### config.mk
export PLATFORM = sky130hd
export DESIGN_NAME = input_pin_irq_cfg
export DESIGN_NICKNAME = d
export VERILOG_FILES = /design/src/hdl/pin_irq_cfg_pkg.sv /design/src/hdl/input_pin_irq_cfg.sv
export SDC_FILE = /design/constraint.sdc
export NUM_CORES = 1
export LEC_CHECK = 0
export ABC_CLOCK_PERIOD_IN_PS = 4200
export BUFFER_PORTS_ARGS = -buffer_cell sky130_fd_sc_hd__buf_2
export CAP_MARGIN = 5
export CORE_ASPECT_RATIO = 1.75
export CORE_UTILIZATION = 40
export CTS_CLUSTER_SIZE = 8
export DETAILED_ROUTE_END_ITERATION = 8
export GPL_TIMING_DRIVEN = 0
export PLACE_DENSITY_LB_ADDON = 0.25
export SLEW_MARGIN = 25
export SYNTH_ARGS = -nofsm -noshare
export SYNTH_HDL_FRONTEND = slang
export SYNTH_SLANG_ARGS = --single-unit
### constraint.sdc
create_clock -name core_clk -period 4.2 [get_ports core_clk]
set_input_delay 0.42 -clock core_clk [delete_from_list [all_inputs] [get_ports core_clk]]
set_output_delay 0.42 -clock core_clk [all_outputs]
set_load 0.02 [all_outputs]
### src/hdl/pin_irq_cfg_pkg.sv
// Constants and types for the input pin function and interrupt output block
package pin_irq_cfg_pkg;

    // ********************************************************
    // Register map
    // ********************************************************
    localparam logic [7:0] ADDR_BIDIR_MON = 8'h2a;
    localparam logic [7:0] ADDR_FUNC_SEL = 8'h2b;
    localparam logic [7:0] ADDR_INPUT_MON = 8'h2f;
    localparam logic [7:0] ADDR_IRQ_CFG = 8'h32;
    localparam logic [7:0] ADDR_IRQ_MASK = 8'h33;
    localparam logic [7:0] ADDR_IRQ_LATCH = 8'h36;

    // ********************************************************
    // Reset values
    // ********************************************************
    localparam logic [7:0] RST_FUNC_SEL = 8'h00;
    localparam logic [7:0] RST_IRQ_CFG = 8'h00;
    localparam logic [7:0] RST_IRQ_MASK = 8'hff;
    localparam logic [7:0] RST_IRQ_LATCH = 8'h00;
    localparam logic [7:0] RD_UNMAPPED = 8'h00;

    // ********************************************************
    // Field positions
    // ********************************************************
    localparam int BIDIR_LEVEL_BIT = 7;
    localparam int FIRST_FUNC_LSB = 4;
    localparam int SECOND_FUNC_LSB = 0;
    localparam int FIRST_LEVEL_BIT = 7;
    localparam int SECOND_LEVEL_BIT = 6;
    localparam int IRQ_POL_BIT = 7;
    localparam int IRQ_MODE_LSB = 5;
    localparam int LATCH_FILTER_BIT = 2;
    localparam int SRC_LSB = 3;
    localparam int SRC_COUNT = 5;
    // Writable bits; the rest read as zero
    localparam logic [7:0] FUNC_SEL_WMASK = 8'h77;
    localparam logic [7:0] IRQ_CFG_WMASK = 8'he4;

    // ********************************************************
    // Timing
    // ********************************************************
    localparam longint CLK_HZ = 200_000_000;
    localparam longint IRQ_PULSE_MS = 2;
    localparam longint IRQ_PERIOD_MS = 4;
    localparam longint IRQ_PULSE_CYCLES = IRQ_PULSE_MS * CLK_HZ / 1000;
    localparam longint IRQ_PERIOD_CYCLES = IRQ_PERIOD_MS * CLK_HZ / 1000;

    // ********************************************************
    // Types
    // ********************************************************
    typedef enum logic [2:0] {
        FN_DISABLED = 3'b000,
        FN_GPIN = 3'b001,
        FN_MCLK = 3'b010,
        FN_SERIAL_AUDIO_DATA_INPUT = 3'b011,
        FN_PDM_DATA_PAIR_A = 3'b100,
        FN_PDM_DATA_PAIR_B = 3'b101,
        FN_RESERVED = 3'b110,
        FN_POWER_DOWN = 3'b111
    } pin_func_t;

    typedef enum logic [1:0] {
        IRQ_LEVEL = 2'b00,
        IRQ_RSVD = 2'b01,
        IRQ_REPEAT = 2'b10,
        IRQ_ONESHOT = 2'b11
    } irq_mode_t;

    // Raw levels of the monitored pins
    typedef struct packed {
        logic bidir_pin_level;
        logic first_input_level;
        logic second_input_level;
    } pin_levels_t;

    // Selected pin functions handed to the clocking and audio paths
    typedef struct packed {
        pin_func_t first_input_function;
        pin_func_t second_input_function;
        logic adc_power_down;
    } pin_funcs_t;

endpackage

### src/hdl/input_pin_irq_cfg.sv
// Input pin function select, pin level monitors and interrupt output shaping
`timescale 1ns/10ps
`default_nettype none

// Behaviour
// - 0x2a bit 7 shows bidir input level
// - Bits 6-4 select first input function
// - Bits 2-0 select mic-bias input function
// - 0x2f bit 7 shows first input level
// - 0x2f bit 6 shows mic-bias input level
// - Config bit 7 sets irq polarity
// - Mode 0 holds irq while events pending
// - Mode 2 pulses 2 ms per 4 ms
// - Mode 3 one 2 ms pulse per event
// - Config bit 2 hides masked latch bits
// - Host read clears the latched bits it returns
// - Masks reset to one, zero unmasks
module input_pin_irq_cfg #(
    parameter longint PULSE_CYCLES = pin_irq_cfg_pkg::IRQ_PULSE_CYCLES,
    parameter longint PERIOD_CYCLES = pin_irq_cfg_pkg::IRQ_PERIOD_CYCLES
) (
    input wire logic core_clk,
    input wire logic rstn,
    input wire logic [7:0] reg_addr,
    input wire logic reg_wr,
    input wire logic [7:0] reg_wdata,
    input wire logic reg_rd,
    output logic [7:0] reg_rdata,
    input wire pin_irq_cfg_pkg::pin_levels_t pin_levels,
    input wire logic bidir_is_input,
    input wire logic [pin_irq_cfg_pkg::SRC_COUNT-1:0] irq_event,
    output var pin_irq_cfg_pkg::pin_funcs_t pin_funcs,
    output logic irq_pin
);
    import pin_irq_cfg_pkg::*;

    localparam int CW = $clog2(PERIOD_CYCLES + 1);
    localparam logic [CW-1:0] PULSE_N = CW'(PULSE_CYCLES);
    localparam logic [CW-1:0] PERIOD_LAST = CW'(PERIOD_CYCLES - 1);

    // ********************************************************
    // Elaboration checks
    // ********************************************************
    generate
        if (PULSE_CYCLES < 1 || PERIOD_CYCLES <= PULSE_CYCLES) begin : g_bad_timing
            $error("Pulse must be at least one cycle and shorter than period");
        end
    endgenerate

    function automatic logic is_gpin(input logic [2:0] f);
        return f == FN_GPIN;
    endfunction

    logic [7:0] func_sel_r;
    logic [7:0] irq_cfg_r;
    logic [7:0] irq_mask_r;
    logic [7:0] irq_latch_r;
    logic [7:0] irq_latch_nxt;
    pin_levels_t sync1_r;
    pin_levels_t sync2_r;
    logic [CW-1:0] period_cnt_r;
    logic [CW-1:0] shot_cnt_r;
    logic irq_on_nxt;
    logic irq_on_r;
    logic [7:0] latch_view;
    logic [7:0] src_bits;
    logic [7:0] unmasked_src;
    logic pending;
    logic new_evt;
    logic latch_read;
    irq_mode_t mode;

    wire logic wr_cfg = reg_wr && !reg_rd;
    assign mode = irq_mode_t'(irq_cfg_r[IRQ_MODE_LSB +: 2]);
    assign src_bits = {irq_event, 3'h0};
    assign latch_read = reg_rd && reg_addr == ADDR_IRQ_LATCH;

    // ********************************************************
    // Pin synchronisers
    // ********************************************************
    // Two stages; the first is read only by the second
    always_ff @(posedge core_clk or negedge rstn) begin
        if (!rstn) begin
            sync1_r <= '0;
            sync2_r <= '0;
        end else begin
            sync1_r <= pin_levels;
            sync2_r <= sync1_r;
        end
    end

    // ********************************************************
    // Configuration registers
    // ********************************************************
    // Reserved bits are kept at zero whatever the host writes
    always_ff @(posedge core_clk or negedge rstn) begin
        if (!rstn) begin
            func_sel_r <= RST_FUNC_SEL;
            irq_cfg_r <= RST_IRQ_CFG;
            irq_mask_r <= RST_IRQ_MASK;
        end else if (wr_cfg) begin
            if (reg_addr == ADDR_FUNC_SEL) begin
                func_sel_r <= reg_wdata & FUNC_SEL_WMASK;
            end
            if (reg_addr == ADDR_IRQ_CFG) begin
                irq_cfg_r <= reg_wdata & IRQ_CFG_WMASK;
            end
            if (reg_addr == ADDR_IRQ_MASK) begin
                irq_mask_r <= reg_wdata;
            end
        end
    end

    // Decoded functions for the clocking and audio paths
    always_ff @(posedge core_clk or negedge rstn) begin
        if (!rstn) begin
            pin_funcs <= '{FN_DISABLED, FN_DISABLED, 1'b0};
        end else begin
            pin_funcs.first_input_function <= pin_func_t'(func_sel_r[FIRST_FUNC_LSB +: 3]);
            pin_funcs.second_input_function <= pin_func_t'(func_sel_r[SECOND_FUNC_LSB +: 3]);
            pin_funcs.adc_power_down <= func_sel_r[FIRST_FUNC_LSB +: 3] == FN_POWER_DOWN
                || func_sel_r[SECOND_FUNC_LSB +: 3] == FN_POWER_DOWN;
        end
    end

    // ********************************************************
    // Latched interrupt status
    // ********************************************************
    // Filtered view hides masked sources when asked to
    assign latch_view = irq_cfg_r[LATCH_FILTER_BIT] ? (irq_latch_r & ~irq_mask_r) : irq_latch_r;
    assign unmasked_src = src_bits & ~irq_mask_r;
    assign pending = |(irq_latch_r & ~irq_mask_r);
    assign new_evt = |unmasked_src;

    // Only the bits the host saw are cleared; a new event wins over the clear
    always_comb begin
        irq_latch_nxt = irq_latch_r;
        if (latch_read) begin
            irq_latch_nxt = irq_latch_nxt & ~latch_view;
        end
        irq_latch_nxt = irq_latch_nxt | src_bits;
    end

    always_ff @(posedge core_clk or negedge rstn) begin
        if (!rstn) begin
            irq_latch_r <= RST_IRQ_LATCH;
        end else begin
            irq_latch_r <= irq_latch_nxt;
        end
    end

    // ********************************************************
    // Interrupt timing
    // ********************************************************
    // Repeat period runs only while something is pending
    always_ff @(posedge core_clk or negedge rstn) begin
        if (!rstn) begin
            period_cnt_r <= '0;
        end else if (!pending || mode != IRQ_REPEAT) begin
            period_cnt_r <= '0;
        end else if (period_cnt_r == PERIOD_LAST) begin
            period_cnt_r <= '0;
        end else begin
            period_cnt_r <= period_cnt_r + 1'b1;
        end
    end

    // A fresh event restarts the single pulse rather than extending it
    always_ff @(posedge core_clk or negedge rstn) begin
        if (!rstn) begin
            shot_cnt_r <= '0;
        end else if (mode != IRQ_ONESHOT) begin
            shot_cnt_r <= '0;
        end else if (new_evt) begin
            shot_cnt_r <= PULSE_N;
        end else if (shot_cnt_r != '0) begin
            shot_cnt_r <= shot_cnt_r - 1'b1;
        end
    end

    // Reserved mode behaves as level mode so the line never sticks
    always_comb begin
        unique case (mode)
            IRQ_LEVEL: irq_on_nxt = pending;
            IRQ_RSVD: irq_on_nxt = pending;
            IRQ_REPEAT: irq_on_nxt = pending && period_cnt_r < PULSE_N;
            IRQ_ONESHOT: irq_on_nxt = new_evt || shot_cnt_r > CW'(1);
        endcase
    end

    always_ff @(posedge core_clk or negedge rstn) begin
        if (!rstn) begin
            irq_on_r <= 1'b0;
            irq_pin <= 1'b1;
        end else begin
            irq_on_r <= irq_on_nxt;
            irq_pin <= irq_cfg_r[IRQ_POL_BIT] ? irq_on_nxt : !irq_on_nxt;
        end
    end

    // ********************************************************
    // Register read port
    // ********************************************************
    // Monitors show zero unless the pin is a general input
    always_ff @(posedge core_clk or negedge rstn) begin
        if (!rstn) begin
            reg_rdata <= RD_UNMAPPED;
        end else if (reg_rd) begin
            reg_rdata <= RD_UNMAPPED;
            unique case (reg_addr)
                ADDR_BIDIR_MON: reg_rdata[BIDIR_LEVEL_BIT] <= bidir_is_input && sync2_r.bidir_pin_level;
                ADDR_FUNC_SEL: reg_rdata <= func_sel_r;
                ADDR_INPUT_MON: begin
                    reg_rdata[FIRST_LEVEL_BIT] <= is_gpin(func_sel_r[FIRST_FUNC_LSB +: 3])
                        && sync2_r.first_input_level;
                    reg_rdata[SECOND_LEVEL_BIT] <= is_gpin(func_sel_r[SECOND_FUNC_LSB +: 3])
                        && sync2_r.second_input_level;
                end
                ADDR_IRQ_CFG: reg_rdata <= irq_cfg_r;
                ADDR_IRQ_MASK: reg_rdata <= irq_mask_r;
                ADDR_IRQ_LATCH: reg_rdata <= latch_view;
                default: reg_rdata <= RD_UNMAPPED;
            endcase
        end
    end

    // ********************************************************
    // Checks
    // ********************************************************
    a_bidir_rsvd_zero: assert property (@(posedge core_clk) disable iff (!rstn)
        reg_rd && reg_addr == ADDR_BIDIR_MON |=> reg_rdata[6:0] == 7'h00)
        else $error("bidir monitor reserved bits not zero");

    a_first_mon_gate: assert property (@(posedge core_clk) disable iff (!rstn)
        reg_rd && reg_addr == ADDR_INPUT_MON && func_sel_r[6:4] != FN_GPIN
        |=> reg_rdata[FIRST_LEVEL_BIT] == 1'b0 && reg_rdata[5:0] == 6'h00)
        else $error("first input level shown while not a general input");

    a_second_mon_level: assert property (@(posedge core_clk) disable iff (!rstn)
        reg_rd && reg_addr == ADDR_INPUT_MON && func_sel_r[2:0] == FN_GPIN
        |=> reg_rdata[SECOND_LEVEL_BIT] == $past(sync2_r.second_input_level))
        else $error("second input level misreported");

    a_sync_two_deep: assert property (@(posedge core_clk) disable iff (!rstn)
        $past(rstn, 2) |-> sync2_r == $past(pin_levels, 2))
        else $error("pin synchroniser not two stages");

    a_func_write: assert property (@(posedge core_clk) disable iff (!rstn)
        wr_cfg && reg_addr == ADDR_FUNC_SEL |=> ##1 pin_funcs.first_input_function == $past(reg_wdata[6:4], 2))
        else $error("first input function not taken from write");

    a_polarity_idle: assert property (@(posedge core_clk) disable iff (!rstn)
        !irq_on_nxt && $stable(irq_cfg_r) |=> irq_pin == !$past(irq_cfg_r[IRQ_POL_BIT]))
        else $error("idle interrupt level wrong for polarity");

    a_level_mode: assert property (@(posedge core_clk) disable iff (!rstn)
        mode == IRQ_LEVEL && pending |=> irq_on_r)
        else $error("level mode dropped irq while pending");

    a_repeat_low: assert property (@(posedge core_clk) disable iff (!rstn)
        mode == IRQ_REPEAT && period_cnt_r >= PULSE_N |=> !irq_on_r)
        else $error("repeat mode high in low half of period");

    a_one_shot: assert property (@(posedge core_clk) disable iff (!rstn)
        mode == IRQ_ONESHOT && new_evt |=> irq_on_r && shot_cnt_r == PULSE_N)
        else $error("one shot pulse not started");

    a_filter_view: assert property (@(posedge core_clk) disable iff (!rstn)
        latch_read && irq_cfg_r[LATCH_FILTER_BIT] |=> (reg_rdata & $past(irq_mask_r)) == 8'h00)
        else $error("masked source visible in filtered readback");

    a_read_clears: assert property (@(posedge core_clk) disable iff (!rstn)
        latch_read && irq_event == '0 && !irq_cfg_r[LATCH_FILTER_BIT] |=> irq_latch_r == 8'h00)
        else $error("latched status not cleared by read");

    a_masked_quiet: assert property (@(posedge core_clk) disable iff (!rstn)
        mode == IRQ_LEVEL && (irq_latch_r & ~irq_mask_r) == 8'h00 |=> !irq_on_r)
        else $error("masked source reached interrupt output");

    a_second_func_write: assert property (@(posedge core_clk) disable iff (!rstn)
        wr_cfg && reg_addr == ADDR_FUNC_SEL |=> ##1 pin_funcs.second_input_function == $past(reg_wdata[2:0], 2))
        else $error("second input function not taken from write");

    a_bidir_gate: assert property (@(posedge core_clk) disable iff (!rstn)
        reg_rd && reg_addr == ADDR_BIDIR_MON && !bidir_is_input |=> !reg_rdata[BIDIR_LEVEL_BIT])
        else $error("bidir level shown while pin is not an input");

    a_first_mon_level: assert property (@(posedge core_clk) disable iff (!rstn)
        reg_rd && reg_addr == ADDR_INPUT_MON && func_sel_r[6:4] == FN_GPIN
        |=> reg_rdata[FIRST_LEVEL_BIT] == $past(sync2_r.first_input_level))
        else $error("first input level misreported");

    a_latch_set_wins: assert property (@(posedge core_clk) disable iff (!rstn)
        irq_event != '0 |=> (irq_latch_r[SRC_LSB +: SRC_COUNT] & $past(irq_event)) == $past(irq_event))
        else $error("interrupt event lost from latched status");

    a_repeat_high: assert property (@(posedge core_clk) disable iff (!rstn)
        mode == IRQ_REPEAT && pending && period_cnt_r < PULSE_N |=> irq_on_r)
        else $error("repeat mode low in high half of period");

    a_shot_ends: assert property (@(posedge core_clk) disable iff (!rstn)
        mode == IRQ_ONESHOT && !new_evt && shot_cnt_r <= CW'(1) |=> !irq_on_r)
        else $error("one shot pulse outlived its length");

endmodule

`default_nettype wire

==> flow_summary.toml, run 1 <==
[drt]
drtIter0Drc = 165
drc_errors = 0
viasPerCell = 5.40
drt_pass1_iterations = 7
avgRoutedWirePerCell_microns = 16.4
drt_wl_total_microns = 9790
ant_nets = 0
via_count = 3232

[sta]
max_slew_margin_pct = 47.2
worst_slew_pin_slew_ps = 790
fmax_ghz = 0.483
slew_violations = 0
tns_ps = 0
finalHoldViolations = 0
skew_ps = 6.08
fin_crit_sh_pct = 49.3
fin_crit_ps = 2070
finalSetupViolCount = 0
rsz0062_at_grt = "no"

[global_route]
overflow = 0
grt_pass1_wl_microns = 15800
grt_antenna_before_repair = 0
grtUsageTotal_pct = 19.5
grt_max_degree = 66
grt_pass1_vias = 3297

[floorplan]
start_util_pct = 41.2
die_area_sq_um = 11000
die_h_microns = 138
core_area_sq_um = 10200
die_w_microns = 79.6
ios = 45
fp-row-count = 49

[power]
p_total_mw = 1.88
clockPowerShare_pct = 49.3
intPower_mw = 1.48
p_sw_share_pct = 21.4
peakVddDrop_mv = 0.304
powerDensity_nw_per_um2 = 378
power.share.combinational_pct = 4.2
seq_power_share_pct = 46.5
p_switching_mw = 0.402
p_leak_nw = 2.27

[clocking]
cts_tree = "built"
cts.sinks = 88
clkSlewWorstSetupHoldPaths_ps = 60
htree_levels = 3
clockBufferDepth = 2
cts_buffers = 9
clockRootBuffer = "clkbuf_16"
post_cts_buffers = 0
clock_latency_ps = 340

[critical_path]
cp-start-kind = "register"
cp_data_required_time_ps = 4450
rrSetupSlack_ps = 2130
r2r-end = "shot_cnt_r[8]"
r2r_cells = 7
worst-path-max-fanout = 10
arrival_ps = 2320
crit_type = "reg -> reg"
r2r_start = "irq_mask_r[3]"
end_kind = "register"

[final_layout]
final_cells = 598
drive_gt1_share_pct = 21.7
layout_common_cells = "dfrtp_1, buf_2, nor2_1"
final_common_cell = "dfrtp_1"
fillers = 943
nets = 499
utilization_pct = 48.7
n_antenna_cell = 0
area_growth_pct = 18.2

[synth]
synth_cells = 410
synth_edf_count = 0
synth_cell_types = 54
synth_area_sq_um = 4220
ys.flop_type = "dfrtp_1"
synth_fp_nets = 443
ys_ff_latch = 88
yosysSeqAreaShare_pct = 52.5
synth.avg_cell_area_sq_um = 10.3
async_flop_share_pct = 100
yosysWarnings = 0

[min_path]
hold_path_class = "in -> reg"
whs_endpoint = "sync1_r[1]"
hp-start = "pin_levels[1]"
holdPathStages = 1

[place]
place_inst = 581
hpwl_microns = 7250
place.gp.congestion = 0.899
port_buffers = 43

[status]
status = "finished clean"

[job]
drv_cap = 0
==> worst max-delay path: stages, from the launching register on <==
cell and delay, ps:
dfstp_2 570, nor2b_1 70, a2111oi_2 410, and2_1 180
buf_2 190, nand3_2 150, buf_2 240, a21oi_1 160
==> layer usage <==
layer | GRT usage (%) | routed length (microns)
met1 | 18.6 | 3470
met2 | 36.8 | 5420
met3 | 3.49 | 332
met4 | 13.5 | 562
met5 | 0 | 0
==> registers in the layout (all words and copies together), names as in the netlist <==
name and cells:
irq_cfg_r 4, sync2_r 3, sync1_r 3, irq_latch_r 8
irq_mask_r 8, pin_funcs 7, reg_rdata 8, period_cnt_r 20
shot_cnt_r 20, irq_pin 1, func_sel_r 6
==> power groups by stage <==
stage | registers, mW | logic, mW | clock network, mW
after floorplan | 0.890 | 0.0277 | 0
after global placement | 0.890 | 0.0757 | 0
after detailed placement | 0.890 | 0.0803 | 0
after CTS | 0.874 | 0.0816 | 0.948
after global routing | 0.876 | 0.0895 | 0.981
final | 0.875 | 0.0797 | 0.928
==> cell usage after synthesis (all sizes together), types with 3 or more instances <==
cell type  number  area (sq um)
nor4            4          61.3
and3            6          37.5
o21ai           8          40.0
a21o            5          37.5
nor2b          12          75.1
nand4          10          68.8
dfrtp          79          1980
o2111ai         3          26.3
and2            4          25.0
a21oi          20           100
ha              4          50.1
xnor2           6          52.6
dfstp           9           236
nand2          42           158
nor2           45           169
o22ai           5          31.3
clkbuf          8          31.3
buf             6          30.0
nor3b           3          22.5
mux2           19           214
nand4b          3          26.3
xor2           27           236
a31oi           3          18.8
o211ai          3          22.5
nand3          23           120
nor3           10          55.1
inv            16          60.1
a22o            5          43.8
==> area by class of cell <==
cell class / instances / area [sq um] / share of cell area, %
Clock buffer: 9 / 225 / 4.52
Tap cell: 127 / 159 / 3.19
Inverter: 16 / 60.1 / 1.20
Clock inverter: 7 / 125 / 2.51
Multi-Input combinational cell: 292 / 1880 / 37.8
Buffer: 14 / 61.3 / 1.23
Timing Repair Buffer: 45 / 259 / 5.19
Sequential cell: 88 / 2210 / 44.4
==> metrics by stage <==
step                hold WS [ps]  instance area, sq um  worst slack, ps
floorplan                    124                  4220             2520
global placement             333                  4590             1950
detailed placement           289                  4630             2060
CTS                          177                  4990             2100
global route                 172                  4990             1970
finish                       185                  4990             2130
==> kinds of logic (layout without fill, tap and decap cells) <==
group | count (synthesis) | after routing | synth area share [%]
mux | 21 | 21 | 5.55
fa+ha+maj | 4 | 4 | 1.19
compound gates | 61 | 61 | 9.55
buf+inv | 30 | 91 | 2.88
simple gates | 173 | 173 | 21.5
flops | 88 | 88 | 52.5
xor+xnor | 33 | 33 | 6.85
==> how the worst max path moves through the flow <==
stage                          startpoint  depth (start not counted)  slack (ps)                to
after floorplan             irq_mask_r[3]                          7        2520     shot_cnt_r[8]
after global placement               rstn                          1        1950      reg_rdata[1]
after detailed placement     irq_event[0]                          8        2060     shot_cnt_r[8]
after CTS                   irq_mask_r[3]                          7        2100     shot_cnt_r[8]
after global routing      period_cnt_r[0]                          7        1970  period_cnt_r[11]
final                       irq_mask_r[3]                          7        2130     shot_cnt_r[8]
==> repair_timing <==
action,4_1_cts,5_1_grt
hold buffers,1,0
hold endpoints to repair,23,0
resized for setup,0,0
Power figures use the tool's default switching activity.
==> run 2: changes to the inputs <==
- ABC_CLOCK_PERIOD_IN_PS: 4200 -> 1950
- clock period: 4.2 -> 1.95 ns (I/O delays scaled with it)
==> flow_summary.toml, run 2 (synthesized netlist as in run 1, its figures left out) <==
[drt]
drtIter0Drc = 182
drc_errors = 0
viasPerCell = 5.32
drt_pass1_iterations = 4
ant_nets = 0
drt_wl_total_microns = 10100
avgRoutedWirePerCell_microns = 16.7
via_count = 3223

[power]
powerDensity_nw_per_um2 = 790
intPower_mw = 3.20
p_leak_nw = 2.33
p_sw_share_pct = 21.4
power.share.combinational_pct = 4.5
p_switching_mw = 0.872
seq_power_share_pct = 46.3
clockPowerShare_pct = 49.2
p_total_mw = 4.07
peakVddDrop_mv = 0.698

[sta]
fin_crit_sh_pct = 96.0
slew_violations = 0
fin_crit_ps = 1870
fmax_ghz = 0.534
max_slew_margin_pct = 48.9
skew_ps = 5.80
worst_slew_pin_slew_ps = 765
rsz0062_at_grt = "yes"
finalSetupViolCount = 0
finalHoldViolations = 0
tns_ps = 0

[final_layout]
layout_common_cells = "dfrtp_1, nor2_1, buf_2"
utilization_pct = 50.3
area_growth_pct = 22.1
nets = 507
reg.largest.list = "period_cnt_r (20), shot_cnt_r (20)"
final_common_cell = "dfrtp_1"
n_antenna_cell = 0
drive_gt1_share_pct = 24.0

[global_route]
grt_pass1_wl_microns = 16200
overflow = 0
grt_antenna_before_repair = 0
grtUsageTotal_pct = 20.1
grt_pass1_vias = 3352
grt_max_degree = 66

[critical_path]
end_kind = "register"
critPathSlowestCell = "dfstp_2"
critPathMostFrequentCell = "buf_4"
cp-start-kind = "register"
worst-path-max-fanout = 5
rrSetupSlack_ps = 80
cp_cell_sequence = "buf_4, o22ai_1, or4_4, o2111ai_2, buf_4, nor2_1"
path_buf_inv = 2
crit_type = "reg -> reg"
cpPeakStageDelay_ps = 580
arrival_ps = 2100
cp_top_family = "flip-flops"
cp_data_required_time_ps = 2180

[floorplan]
fp-row-count = 49
ios = 45
die_w_microns = 79.6
die_area_sq_um = 11000
core_area_sq_um = 10200
start_util_pct = 41.2
die_h_microns = 138

[clocking]
clock_latency_ps = 340
cts_buffers = 9
clkSlewWorstSetupHoldPaths_ps = 70
clockRootBuffer = "clkbuf_16"
htree_levels = 3
cts_tree = "built"
cts.sinks = 88
clockBufferDepth = 2

[min_path]
hold_path_class = "in -> reg"

[job]
drv_cap = 0

[place]
place.gp.congestion = 0.899
port_buffers = 43
hpwl_microns = 7250

[status]
status = "finished clean"
## run 2: stage by stage
stage               setup WS [ps]  hold WS, ps  area [sq um]  cells
global placement            -79.7          303          4590    580
floorplan                     274         -101          4220    410
finish                       78.8         44.2          5150    606
global route                -24.1         40.8          5150    606
CTS                          3.23         36.8          5080    604
detailed placement           -136         64.4          4630    581
## run 2: worst paths after layout
| kind | start | end | cells after the start |
|---|---|---|---|
| setup reg to reg | irq_mask_r[4] | period_cnt_r[9] | 6 |
| hold / removal | irq_event[0] | irq_latch_r[3] | 2 |
| setup / recovery | irq_mask_r[4] | period_cnt_r[9] | 6 |
| max in group asynchronous | rstn | irq_mask_r[3] | 3 |
| hold reg to reg | sync1_r[2] | sync2_r[2] | 0 |
| min in group asynchronous | rstn | pin_funcs[5] | 2 |
## run 2: area by class of cell
cell class | instances | area, sq um
Clock buffer | 9 | 225
Clock inverter | 7 | 125
Fill cell | 928 | 5090
Timing Repair Buffer | 53 | 327
Buffer | 14 | 85.1
Multi-Input combinational cell | 292 | 1960
Inverter | 16 | 60.1
Tap cell | 127 | 159
Sequential cell | 88 | 2210
## run 2: worst reg2reg max path, cell delays in order, from the launching register on
cell and delay [ps]:
dfstp_2 580, buf_4 170, o22ai_1 80, or4_4 520, o2111ai_2 150, buf_4 200, nor2_1 50
## run 2: what timing repair did
item                                    in CTS  in global routing
endpoints found under the setup margin      30                 24
gates resized for setup                     13                 11
setup buffers                                1                  2
hold buffers                                 4                  0
endpoints found under the hold margin       26                  0
pin swaps                                    2                  2
gates cloned                                 2                  0
## run 2: metal layers
layer / up-vias / wire (microns) / track usage [%]
li1: 1564 / - / -
met1: 1547 / 3570 / 19.0
met2: 76 / 5640 / 38.0
met3: 36 / 284 / 3.55
met4: 0 / 597 / 13.8
met5: - / 0 / 0
## run 2: power groups by stage
stage          Sequential [mW]  Combinational, mW  Clock [mW]
5_1_grt                   1.89              0.206        2.11
4_1_cts                   1.88              0.185        2.04
2_1_floorplan             1.92             0.0597           0
3_3_place_gp              1.92              0.163           0
3_5_place_dp              1.92              0.173           0
6_report                  1.88              0.184        2.00
